==> config.mk <==
export PLATFORM = sky130hd
export DESIGN_NAME = event_enable_set_clear
export DESIGN_NICKNAME = d
export VERILOG_FILES = /design/src/include/event_enable_pkg.sv /design/src/include/mask_update_if.sv /design/src/hdl/mask_word.sv /design/src/hdl/submit_gate.sv /design/src/hdl/event_enable_set_clear.sv
export SDC_FILE = /design/constraint.sdc
export NUM_CORES = 1
export LEC_CHECK = 0
export ABC_AREA = 1
export ABC_CLOCK_PERIOD_IN_PS = 1900
export BUFFER_PORTS_ARGS = -buffer_cell sky130_fd_sc_hd__buf_2
export CORE_AREA = 10 10 146 148
export CTS_CLUSTER_DIAMETER = 150
export CTS_CLUSTER_SIZE = 20
export DETAILED_ROUTE_END_ITERATION = 16
export DIE_AREA = 0 0 156 158
export PLACE_DENSITY = 0.7
export REMOVE_ABC_BUFFERS = 1
export SETUP_SLACK_MARGIN = 0.05
export SLEW_MARGIN = 20
export SYNTH_ARGS = -nofsm -noshare
export SYNTH_HDL_FRONTEND = slang
export SYNTH_SLANG_ARGS = --single-unit
==> constraint.sdc <==
create_clock -name pclk -period 1.9 [get_ports pclk]
set_input_delay 0.19 -clock pclk [delete_from_list [all_inputs] [get_ports pclk]]
set_output_delay 0.19 -clock pclk [all_outputs]
set_load 0.005 [all_outputs]
==> src/include/event_enable_pkg.sv <==
package event_enable_pkg;

	localparam int ADDR_W = 8;
	localparam int WORD_W = 32;

	// Register byte offsets
	localparam logic [7:0] OFF_MASK_LOW = 8'h00;
	localparam logic [7:0] OFF_MASK_HIGH = 8'h04;
	localparam logic [7:0] OFF_SET_LOW = 8'h08;
	localparam logic [7:0] OFF_SET_HIGH = 8'h0c;
	localparam logic [7:0] OFF_CLEAR_LOW = 8'h10;
	localparam logic [7:0] OFF_CLEAR_HIGH = 8'h14;

	// Values after reset
	localparam logic [31:0] MASK_RESET = 32'h0000_0000;
	localparam logic [31:0] READ_ZERO = 32'h0000_0000;
	localparam logic [63:0] SUBMIT_RESET = 64'h0;

	function automatic logic is_write_only(input logic [7:0] addr);
		is_write_only = (addr == OFF_SET_LOW) || (addr == OFF_SET_HIGH) ||
			(addr == OFF_CLEAR_LOW) || (addr == OFF_CLEAR_HIGH);
	endfunction : is_write_only

	function automatic logic is_mapped(input logic [7:0] addr);
		is_mapped = is_write_only(addr) || (addr == OFF_MASK_LOW) ||
			(addr == OFF_MASK_HIGH);
	endfunction : is_mapped

	function automatic logic [31:0] select_bits(input logic hit,
		input logic [31:0] data);
		select_bits = hit ? data : 32'h0000_0000;
	endfunction : select_bits

endpackage : event_enable_pkg

==> src/include/mask_update_if.sv <==
`timescale 1ns/1ps
interface mask_update_if;
	logic [31:0] set_bits;
	logic [31:0] clr_bits;
	logic [31:0] mask;

	modport owner (input set_bits, input clr_bits, output mask);
	modport user (output set_bits, output clr_bits, input mask);
endinterface : mask_update_if

==> src/hdl/mask_word.sv <==
`timescale 1ns/1ps
module mask_word (
	input wire logic pclk,
	input wire logic presetn,
	mask_update_if.owner port
);
	logic [31:0] mask_reg;
	logic [31:0] mask_next;

	// Ones clear, then ones set; set wins on the same bit
	always_comb
	begin
		mask_next = (mask_reg & ~port.clr_bits) | port.set_bits;
	end

	always_ff @(posedge pclk or negedge presetn)
	begin
		if (!presetn)
			mask_reg <= event_enable_pkg::MASK_RESET;
		else
			mask_reg <= mask_next;
	end

	assign port.mask = mask_reg;
endmodule : mask_word

==> src/hdl/submit_gate.sv <==
`timescale 1ns/1ps
module submit_gate (
	input wire logic pclk,
	input wire logic presetn,
	input wire logic [63:0] latched_event_word,
	input wire logic [63:0] enable_mask,
	input wire logic [63:0] chained_event,
	input wire logic [63:0] manual_event,
	output logic [63:0] submit_event
);
	logic [63:0] submit_reg;
	logic [63:0] submit_next;

	// Latched events need the mask; chained and manual ones do not
	always_comb
	begin
		submit_next = (latched_event_word & enable_mask) | chained_event |
			manual_event;
	end

	always_ff @(posedge pclk or negedge presetn)
	begin
		if (!presetn)
			submit_reg <= event_enable_pkg::SUBMIT_RESET;
		else
			submit_reg <= submit_next;
	end

	assign submit_event = submit_reg;
endmodule : submit_gate

==> src/hdl/event_enable_set_clear.sv <==
`timescale 1ns/1ps
module event_enable_set_clear (
	input wire logic pclk,
	input wire logic presetn,
	input wire logic psel,
	input wire logic penable,
	input wire logic pwrite,
	input wire logic [7:0] paddr,
	input wire logic [31:0] pwdata,
	output logic pready,
	output logic [31:0] prdata,
	output logic pslverr,
	input wire logic [63:0] latched_event_word,
	input wire logic [63:0] chained_event,
	input wire logic [63:0] manual_event,
	output logic [63:0] enable_mask,
	output logic [63:0] submit_event
);
	mask_update_if low_if ();
	mask_update_if high_if ();

	logic pready_reg;
	logic pready_next;
	logic [31:0] prdata_reg;
	logic [31:0] prdata_next;
	logic pslverr_reg;
	logic pslverr_next;
	logic access;
	logic wr_fire;
	logic [31:0] enable_mask_low;
	logic [31:0] enable_mask_high;

	assign enable_mask_low = low_if.mask;
	assign enable_mask_high = high_if.mask;

	mask_word u_mask_low (
		.pclk(pclk),
		.presetn(presetn),
		.port(low_if.owner)
	);

	mask_word u_mask_high (
		.pclk(pclk),
		.presetn(presetn),
		.port(high_if.owner)
	);

	submit_gate u_submit (
		.pclk(pclk),
		.presetn(presetn),
		.latched_event_word(latched_event_word),
		.enable_mask({enable_mask_high, enable_mask_low}),
		.chained_event(chained_event),
		.manual_event(manual_event),
		.submit_event(submit_event)
	);

	// Writes take effect on the edge that completes the access
	always_comb
	begin
		access = psel && penable;
		wr_fire = access && pready_reg && pwrite;
		low_if.set_bits = event_enable_pkg::select_bits(
			wr_fire && (paddr == event_enable_pkg::OFF_SET_LOW),
			pwdata);
		high_if.set_bits = event_enable_pkg::select_bits(
			wr_fire && (paddr == event_enable_pkg::OFF_SET_HIGH),
			pwdata);
		low_if.clr_bits = event_enable_pkg::select_bits(
			wr_fire && (paddr == event_enable_pkg::OFF_CLEAR_LOW),
			pwdata);
		high_if.clr_bits = event_enable_pkg::select_bits(
			wr_fire && (paddr == event_enable_pkg::OFF_CLEAR_HIGH),
			pwdata);
	end

	// One wait state: pready rises on the second access cycle
	always_comb
	begin
		pready_next = access && !pready_reg;
		pslverr_next = access && !pready_reg &&
			!event_enable_pkg::is_mapped(paddr);
		prdata_next = event_enable_pkg::READ_ZERO;
		if (access && !pready_reg && !pwrite)
		begin
			case (paddr)
				event_enable_pkg::OFF_MASK_LOW:
					prdata_next = enable_mask_low;
				event_enable_pkg::OFF_MASK_HIGH:
					prdata_next = enable_mask_high;
				default:
					prdata_next = event_enable_pkg::READ_ZERO;
			endcase
		end
	end

	always_ff @(posedge pclk or negedge presetn)
	begin
		if (!presetn)
		begin
			pready_reg <= 1'b0;
			pslverr_reg <= 1'b0;
			prdata_reg <= event_enable_pkg::READ_ZERO;
		end
		else
		begin
			pready_reg <= pready_next;
			pslverr_reg <= pslverr_next;
			prdata_reg <= prdata_next;
		end
	end

	assign pready = pready_reg;
	assign pslverr = pslverr_reg;
	assign prdata = prdata_reg;
	assign enable_mask = {enable_mask_high, enable_mask_low};
endmodule : event_enable_set_clear

==> results of run 1 <==
[cells in the final DEF (no fill, tap or decap), types with 4 or more instances in the layout]
cell | synthesis | final
inv_1 | 4 | 4
nand3_1 | 112 | 112
nand4_1 | 32 | 32
buf_4 | 8 | 10
buf_2 | 25 | 397
a21oi_2 | 30 | 30
dfrtp_1 | 162 | 162
nor2_4 | 3 | 5
buf_12 | 0 | 7
nor2_1 | 10 | 9
inv_2 | 5 | 5
a211o_1 | 64 | 64
inv_6 | 0 | 5
clkbuf_16 | 0 | 17
nand3_2 | 18 | 18
dlygate4sd3_1 | 0 | 125
nand2_1 | 170 | 170
[worst min path at each step]
stage                      from                             endpoint  slack, ns  depth (start not counted)
2_1_floorplan           presetn                  prdata[0]$_DFF_PN0_      -0.11                          0
5_1_grt        manual_event[34]  u_submit.submit_event[34]$_DFF_PN0_      0.006                          2
6_report       manual_event[63]  u_submit.submit_event[63]$_DFF_PN0_       0.02                          2
3_5_place_dp            presetn   u_submit.submit_event[2]$_DFF_PN0_       0.18                          1
4_1_cts        manual_event[63]  u_submit.submit_event[63]$_DFF_PN0_      0.008                          2
3_3_place_gp            presetn  u_submit.submit_event[14]$_DFF_PN0_       0.18                          1
[where the power goes]
| part | switching (W) | internal, W | total [W] |
|---|---|---|---|
| Sequential | 0.0000259 | 0.00352 | 0.00355 |
| Clock | 0.00146 | 0.00209 | 0.00355 |
| Combinational | 0.000376 | 0.000470 | 0.000847 |
[worst max-delay path, stage by stage (launching register included)]
cell,delay [ns]
dfrtp_1,0.46
a211o_1,0.34
dlygate4sd3_1,0.58
[cell families after synthesis]
group | Yosys count | share of synthesized area
flops | 162 | 0.586
compound gates | 96 | 0.120
simple gates | 352 | 0.245
buf+inv | 52 | 0.0490
[metrics by stage]
stage | setup slack, ns | hold slack [ns] | TNS, ns | total power (W) | cells
5_1_grt | 0.286 | 0.00620 | 0 | 0.00826 | 1426
3_3_place_gp | 0.479 | 0.176 | 0 | 0.00424 | 1268
6_report | 0.391 | 0.0213 | 0 | 0.00795 | 1428
3_5_place_dp | 0.466 | 0.177 | 0 | 0.00425 | 1268
2_1_floorplan | -2.97 | -0.106 | -201.35 | 0.00374 | 619
4_1_cts | 0.413 | 0.00791 | 0 | 0.00799 | 1425
[synth_stat cells, drive strengths merged]
cell type | n | share of area
nand4 | 32 | 0.029
dfrtp | 162 | 0.59
nand3 | 130 | 0.11
or2 | 1 | 0.00090
buf | 43 | 0.044
a21oi | 32 | 0.039
nor2 | 17 | 0.014
inv | 9 | 0.0049
a211o | 64 | 0.081
nand2 | 172 | 0.094
[per-layer routing]
layer	part of all wire	vias up	routed length, um	track usage
li1	-	3360	-	-
met1	0.36	3490	10200	0.247
met5	0.00045	-	13	0
met4	0.028	2	804	0.0890
met2	0.52	370	14900	0.394
met3	0.095	59	2730	0.0782
[area by class of cell]
type                    instances  area, um^2
repair buffers                540        3460
clock buffers                  18         429
multi-input cells             448        2540
clock inverters                14         176
flip-flops and latches        162        4050
well taps                     234         293
diodes                          3        7.51
fillers                      1531        7460
inverters                       9        33.8
[timing repair]
action	4_1_cts	5_1_grt
buffers inserted	0	0
hold endpoints to repair	108	0
hold buffers	125	0
==> impl_metrics.tcl, run 1 <==
set metrics [dict create \
    gr-total-overflow 0 \
    worstSetupStartpointType "flop" \
    r2r-start "u_mask_low.port.mask[6]$_DFF_PN0_" \
    drc 0 \
    placement.cell_area_um2 9130 \
    synth.avg_cell_area_um2 10.5 \
    drv_slew 0 \
    ioPinCount 399 \
    cp.arrival_ns 1.81 \
    via_per_inst 5.10 \
    largest_reg_flops 64 \
    dieArea_um2 24600 \
    vias 7281 \
    dp_hpwl_um 19600 \
    cp_data_required_time_ns 2.20 \
    first_iter_violations 487 \
    ir_worst_vdd_mv 0.573 \
    r2r_end "u_submit.submit_event[6]$_DFF_PN0_" \
    track_usage 0.226 \
    final_antenna_net_count 0 \
    cp-endpoint "u_submit.submit_event[6]$_DFF_PN0_" \
    cts_buffers 17 \
    wire_per_inst_um 20.1 \
    ys_seq_area_frac 0.586 \
    cap_viol_max_count 0 \
    hold_violations 0 \
    min_period_ns 1.51 \
    gp_congestion 0.830 \
    fin_crit_sh 0.794 \
    power_density_nw_per_um2 723 \
    utilization 0.596 \
    die-height_um 158 \
    clock_latency_ns 0.42 \
    critPathMaxFanout 4 \
    grt_pass1_vias 7954 \
    fin_area_um2 11000 \
    cts_tree "built" \
    portBuffers 398 \
    synthesis.area_um2 6920 \
    cts_sinks 162 \
    rsz0062_at_grt "false" \
    core_um2 18500 \
    start_util 0.375 \
    end_kind "flop" \
    rrSetupSlack_ns 0.39 \
    h-tree-depth 4 \
    cts_resized 0 \
    ctsLongestPathBuffers 2 \
    netlist_instances 662 \
    finalClockSkew_ns 0.0102 \
    rows 50 \
    antenna_found_initial 2 \
    cts-root-buf "clkbuf_16" \
    drt-pass1-iter-count 5 \
    layout.nets 1415 \
    crit_type "reg2reg" \
    outcome "complete, no violations" \
    synthToLayoutAreaGrowth_pct 58.9 \
    grt_first_pass_wirelength_um 43800 \
    ys_ff_latch 162 \
    slew_headroom 0.576 \
    min_path_type "in2reg" \
    layout-drive-gt1-share 0.428 \
    die_w_um 156 \
    grt_max_degree 129 \
    synth_cell_types 19 \
    startpoint "u_mask_low.port.mask[6]$_DFF_PN0_" \
    reg2regPathDepth 2 \
    cts.clk_slew.worst_paths_ns 0.06 \
    tightest_slew_ns 0.636 \
    routed_wl_um 28700 \
    p_leak_nw 5.43 \
    setup_violations 0 \
    max_freq_mhz 663 \
    yosys_warnings 0 \
]
Note: power is estimated with default switching activity, not from simulation.
==> inputs of run 2 (changes only) <==
ABC_CLOCK_PERIOD_IN_PS = 1450   (was 1900)
CORE_AREA = 10 10 149 151   (was 10 10 146 148)
DIE_AREA = 0 0 159 161   (was 0 0 156 158)
PLACE_DENSITY = 0.68   (was 0.7)
clock period = 1.45 ns   (was 1.9 ns; I/O delays follow)
==> run 2 against run 1 <==
Compared with the run above:
- the run now ends with hold timing left
- largest cell class is now buffers
- worst setup slack got worse by 0.34 ns
- via count rose by 11%
- sequential cell count did not move
- sequential share of layout area fell by 3.8 points
- critical endpoint is now u_submit.submit_event[18]$_DFF_PN0_
- first-iteration DRC count rose by 38%
- highest routed layer is now met4
- global-route usage rose by 1.4 points
- clock-buffer cell count rose by 1
- sequential power rose by 31%
==> impl_metrics.tcl, run 2 (same netlist as run 1, synthesis figures left out) <==
set metrics [dict create \
    outcome "complete, but fails checks" \
    violations "hold timing" \
    track_usage 0.240 \
    hold_slack_ns -0.00593 \
    crit_type "reg2reg" \
    seq_area_um2 4060 \
    drc 0 \
    vias 8110 \
    dp_hpwl_um 20500 \
    cts_sinks 162 \
    cts.clk_slew.worst_paths_ns 0.07 \
    via_per_inst 5.14 \
    h-tree-depth 4 \
    fin_crit_sh 0.963 \
    cts_tree "built" \
    setup_tns_ns 0 \
    power_w 0.0105 \
    layout-drive-gt1-share 0.435 \
    die-height_um 161 \
    min_path_type "in2reg" \
    cts-root-buf "clkbuf_16" \
    cts_buffers 17 \
    hold_violations 1 \
    final_cells 1579 \
    ir_worst_vdd_mv 0.725 \
    tightest_slew_ns 0.372 \
    wire_per_inst_um 21.2 \
    seq_power_share 0.445 \
    power_density_nw_per_um2 850 \
    cp_data_required_time_ns 1.75 \
    fin_area_um2 12300 \
    rsz0062_at_grt "true" \
    final_antenna_net_count 0 \
    placement.cell_area_um2 9380 \
    p_leak_nw 6.05 \
    gr-total-overflow 0 \
    worstSetupStartpointType "flop" \
    clock_latency_ns 0.42 \
    largest_reg_flops 64 \
    portBuffers 398 \
    grt_max_degree 36 \
    layout_commonest_cell "buf_2" \
    setup_violations 0 \
    gp_congestion 0.789 \
    p_sw_w 0.00259 \
    slew_headroom 0.752 \
    switching_share 0.247 \
    final_cell_mix "buf_2 (397), dlygate4sd3_1 (191), nand2_1 (169)" \
    end_kind "flop" \
    cap_viol_max_count 0 \
    routed_wl_um 33400 \
    layout.nets 1532 \
    antenna_found_initial 7 \
    start_util 0.360 \
    cp.arrival_ns 1.70 \
    multiInputGateArea_um2 2540 \
    post-place-cells 1310 \
    rows 51 \
    first_iter_violations 674 \
    intPower_w 0.00787 \
    min_period_ns 1.40 \
    ioPinCount 399 \
    fillers 1434 \
    die_w_um 159 \
    max_freq_mhz 716 \
    dieArea_um2 25600 \
    core_um2 19200 \
    pwr-share-comb 0.128 \
    synthToLayoutAreaGrowth_pct 77.8 \
    pwr-share-clk 0.427 \
    drt-pass1-iter-count 5 \
    drv_slew 0 \
    grt_first_pass_wirelength_um 48700 \
    grt_pass1_vias 8506 \
    finalClockSkew_ns 0.0135 \
    ctsLongestPathBuffers 2 \
    utilization 0.641 \
    critPathMaxFanout 2 \
]
[run 2: area by class of cell]
type,count,area share
clock buffers,19,0.0368
inverters,9,0.00275
diodes,7,0.00142
multi-input cells,448,0.207
repair buffers,657,0.385
clock inverters,12,0.00996
well taps,265,0.0269
flip-flops and latches,162,0.330
[run 2: power groups by stage]
stage | Combinational [W] | Sequential [W] | Clock, W
after CTS | 0.00126 | 0.00465 | 0.00452
final | 0.00134 | 0.00465 | 0.00447
after global placement | 0.000855 | 0.00473 | 0
after floorplan | 0.000154 | 0.00475 | 0
after detailed placement | 0.000872 | 0.00473 | 0
after global routing | 0.00144 | 0.00466 | 0.00471
[run 2: per-layer routing]
| layer | GRT usage | share of wire |
|---|---|---|
| met1 | 0.249 | 0.35 |
| met2 | 0.438 | 0.53 |
| met3 | 0.0765 | 0.084 |
| met4 | 0.104 | 0.033 |
| met5 | 0 | 0 |
[run 2: worst paths after layout]
path                                                    startpoint                             endpoint  slack, ns  cells past startpoint
worst min-delay path                        latched_event_word[42]  u_submit.submit_event[42]$_DFF_PN0_     -0.006                      2
worst max register to register  u_mask_low.port.mask[18]$_DFF_PN0_  u_submit.submit_event[18]$_DFF_PN0_       0.05                      2
worst max-delay path            u_mask_low.port.mask[18]$_DFF_PN0_  u_submit.submit_event[18]$_DFF_PN0_       0.05                      2
worst min register to register                    pready$_DFF_PN0_                     pready$_DFF_PN0_       0.51                      1
max in group asynchronous                                  presetn    u_mask_low.port.mask[8]$_DFF_PN0_       0.69                      3
min in group asynchronous                                  presetn  u_submit.submit_event[24]$_DFF_PN0_       0.19                      2
[run 2: repair_timing]
action                                 in CTS  in global routing
setup endpoints to repair                   0                 46
hold buffers                              186                 10
resized for setup                           0                 12
endpoints found under the hold margin     269                  6
setup buffers                               0                 36
[run 2: stage by stage]
stage / hold slack (ns) / worst slack [ns]
floorplan: -0.151 / -3.42
global placement: 0.0739 / 0.173
detailed placement: 0.0734 / 0.144
CTS: 0.000873 / 0.0605
global route: 0.0110 / 0.00242
finish: -0.00593 / 0.0533
[run 2: worst max-delay path: stages (launching register included)]
cell and delay (ns):
dfrtp_1 0.38, a211o_1 0.32, dlygate4sd3_1 0.58
==> inputs of run 3 (changes only) <==
CELL_PAD_IN_SITES_DETAIL_PLACEMENT = 1   (was unset)
CELL_PAD_IN_SITES_GLOBAL_PLACEMENT = 2   (was unset)
CORE_AREA = 10 10 178 180   (was 10 10 149 151)
DIE_AREA = 0 0 188 190   (was 0 0 159 161)
PLACE_DENSITY = unset   (was 0.68)
PLACE_DENSITY_LB_ADDON = 0.1   (was unset)
SLEW_MARGIN = unset   (was 20)
==> run 3 against run 2 <==
Compared with the run above:
- fmax up 0.84%
- clock power down 4%
- core utilization down 20 points
- die area up 40%
- final area up 0.44%
- clock-buffer cell count unchanged
- global-route usage down 6.3 points
- the flow now finishes without violations
- via count down 5.8%
- power down 1.9%
- critical path depth unchanged
- sequential cell count unchanged
- worst setup slack better by 0.012 ns
- highest routed layer unchanged
==> impl_metrics.tcl, run 3 (same netlist as run 1, synthesis figures left out) <==
set metrics [dict create \
    rows 62 \
    cp.arrival_ns 1.69 \
    dp_hpwl_um 22400 \
    ctsLongestPathBuffers 2 \
    worstSetupStartpointType "flop" \
    drt-pass1-iter-count 4 \
    final_cells 1683 \
    dieArea_um2 35700 \
    via_per_inst 4.54 \
    critPathMaxFanout 4 \
    drv_slew 0 \
    layout-drive-gt1-share 0.431 \
    tightest_slew_ns 0.326 \
    cts.clk_slew.worst_paths_ns 0.07 \
    track_usage 0.177 \
    cap_viol_max_count 0 \
    slew_headroom 0.783 \
    gr-total-overflow 0 \
    post-place-cells 1422 \
    die-height_um 190 \
    min_period_ns 1.39 \
    min_path_type "in2reg" \
    cts_sinks 162 \
    fin_crit_sh 0.955 \
    start_util 0.245 \
    grt_max_degree 65 \
    h-tree-depth 4 \
    layout_setup_ws_ns 0.0650 \
    final_antenna_net_count 0 \
    vias 7642 \
    intPower_w 0.00763 \
    drc 0 \
    synthToLayoutAreaGrowth_pct 78.6 \
    max_freq_mhz 722 \
    portBuffers 398 \
    switching_share 0.256 \
    end_kind "flop" \
    clock_latency_ns 0.42 \
    outcome "complete, no violations" \
    place_worst_setup_slack_ns 0.0872 \
    routed_wl_um 34000 \
    antenna_found_initial 0 \
    gp_congestion 0.707 \
    p_leak_nw 6.00 \
    pwr-share-comb 0.127 \
    p_sw_w 0.00262 \
    first_iter_violations 217 \
    final_cell_mix "buf_2 (397), dlygate4sd3_1 (191), nand2_1 (169)" \
    pwr-share-clk 0.421 \
    power_density_nw_per_um2 830 \
    wire_per_inst_um 20.2 \
    largest_reg_flops 64 \
    cts-root-buf "clkbuf_16" \
    hold_violations 0 \
    cts_buffers 17 \
    die_w_um 188 \
    ir_worst_vdd_mv 0.490 \
    diodes 0 \
    cp_data_required_time_ns 1.75 \
    setup_violations 0 \
    layout_commonest_cell "buf_2" \
    layout.nets 1523 \
    rsz0062_at_grt "true" \
    crit_type "reg2reg" \
    hold_slack_ns 0.0161 \
    seq_power_share 0.453 \
    core_um2 28200 \
    ioPinCount 399 \
    cts_tree "built" \
    grt_pass1_vias 8432 \
    finalClockSkew_ns 0.0119 \
    grt_first_pass_wirelength_um 50000 \
]
-- run 3: changes by cell type in the layout (fill, tap and decap cells not counted), moves of 2 or more --
cell and change:
clkinvlp_4 -4, clkinv_4 +5, buf_12 +6, buf_16 -3, clkbuf_1 +2, buf_4 -13, clkbuf_8 -2, diode_2 -7
-- run 3: repair_timing --
| action | CTS | global route |
|---|---|---|
| setup buffers | 0 | 33 |
| resized for setup | 0 | 11 |
| hold endpoints to repair | 282 | 3 |
| endpoints found under the setup margin | 0 | 94 |
| hold buffers | 188 | 6 |
-- run 3: per-stage QoR --
stage | cell area, um^2 | util | total power, W | TNS [ns]
2_1_floorplan | 6620 | - | 0.00490 | -243.51
3_3_place_gp | 9500 | 0.336 | 0.00559 | 0
3_5_place_dp | 9500 | 0.336 | 0.00560 | 0
4_1_cts | 11900 | 0.423 | 0.0104 | 0
5_1_grt | 12400 | 0.438 | 0.0108 | 0
6_report | 12400 | 0.438 | 0.0103 | 0
-- run 3: worst paths after layout --
kind	slack [ns]	startpoint	to	depth (start not counted)
max in group asynchronous	0.70	presetn	u_mask_high.port.mask[26]$_DFF_PN0_	3
max	0.06	u_mask_high.port.mask[23]$_DFF_PN0_	u_submit.submit_event[55]$_DFF_PN0_	2
max reg2reg	0.06	u_mask_high.port.mask[23]$_DFF_PN0_	u_submit.submit_event[55]$_DFF_PN0_	2
min reg2reg	0.51	pready$_DFF_PN0_	pready$_DFF_PN0_	1
min in group asynchronous	0.13	presetn	u_mask_low.port.mask[8]$_DFF_PN0_	2
min	0.02	pwdata[16]	u_mask_high.port.mask[16]$_DFF_PN0_	3
-- run 3: worst max-delay path: stages (launching register included) --
cell and delay [ns]:
dfrtp_1 0.44, a211o_1 0.27, dlygate4sd3_1 0.55
-- run 3: power groups by stage --
stage,Combinational (W),Clock [W],Sequential [W]
floorplan,0.000154,0,0.00475
global placement,0.000862,0,0.00473
detailed placement,0.000869,0,0.00473
CTS,0.00127,0.00448,0.00464
global route,0.00142,0.00468,0.00466
finish,0.00130,0.00431,0.00465
-- run 3: layout make-up --
class,count,area [um^2]
fillers,3313,15900
repair buffers,648,4680
flip-flops and latches,162,4060
multi-input cells,448,2540
well taps,384,480
clock buffers,19,433
clock inverters,13,123
inverters,9,33.8
-- run 3: routing by layer --
layer / share of wire / GRT usage
met4: 0.014 / 0.0474
met3: 0.049 / 0.0425
met2: 0.53 / 0.325
met1: 0.41 / 0.200
met5: 0 / 0
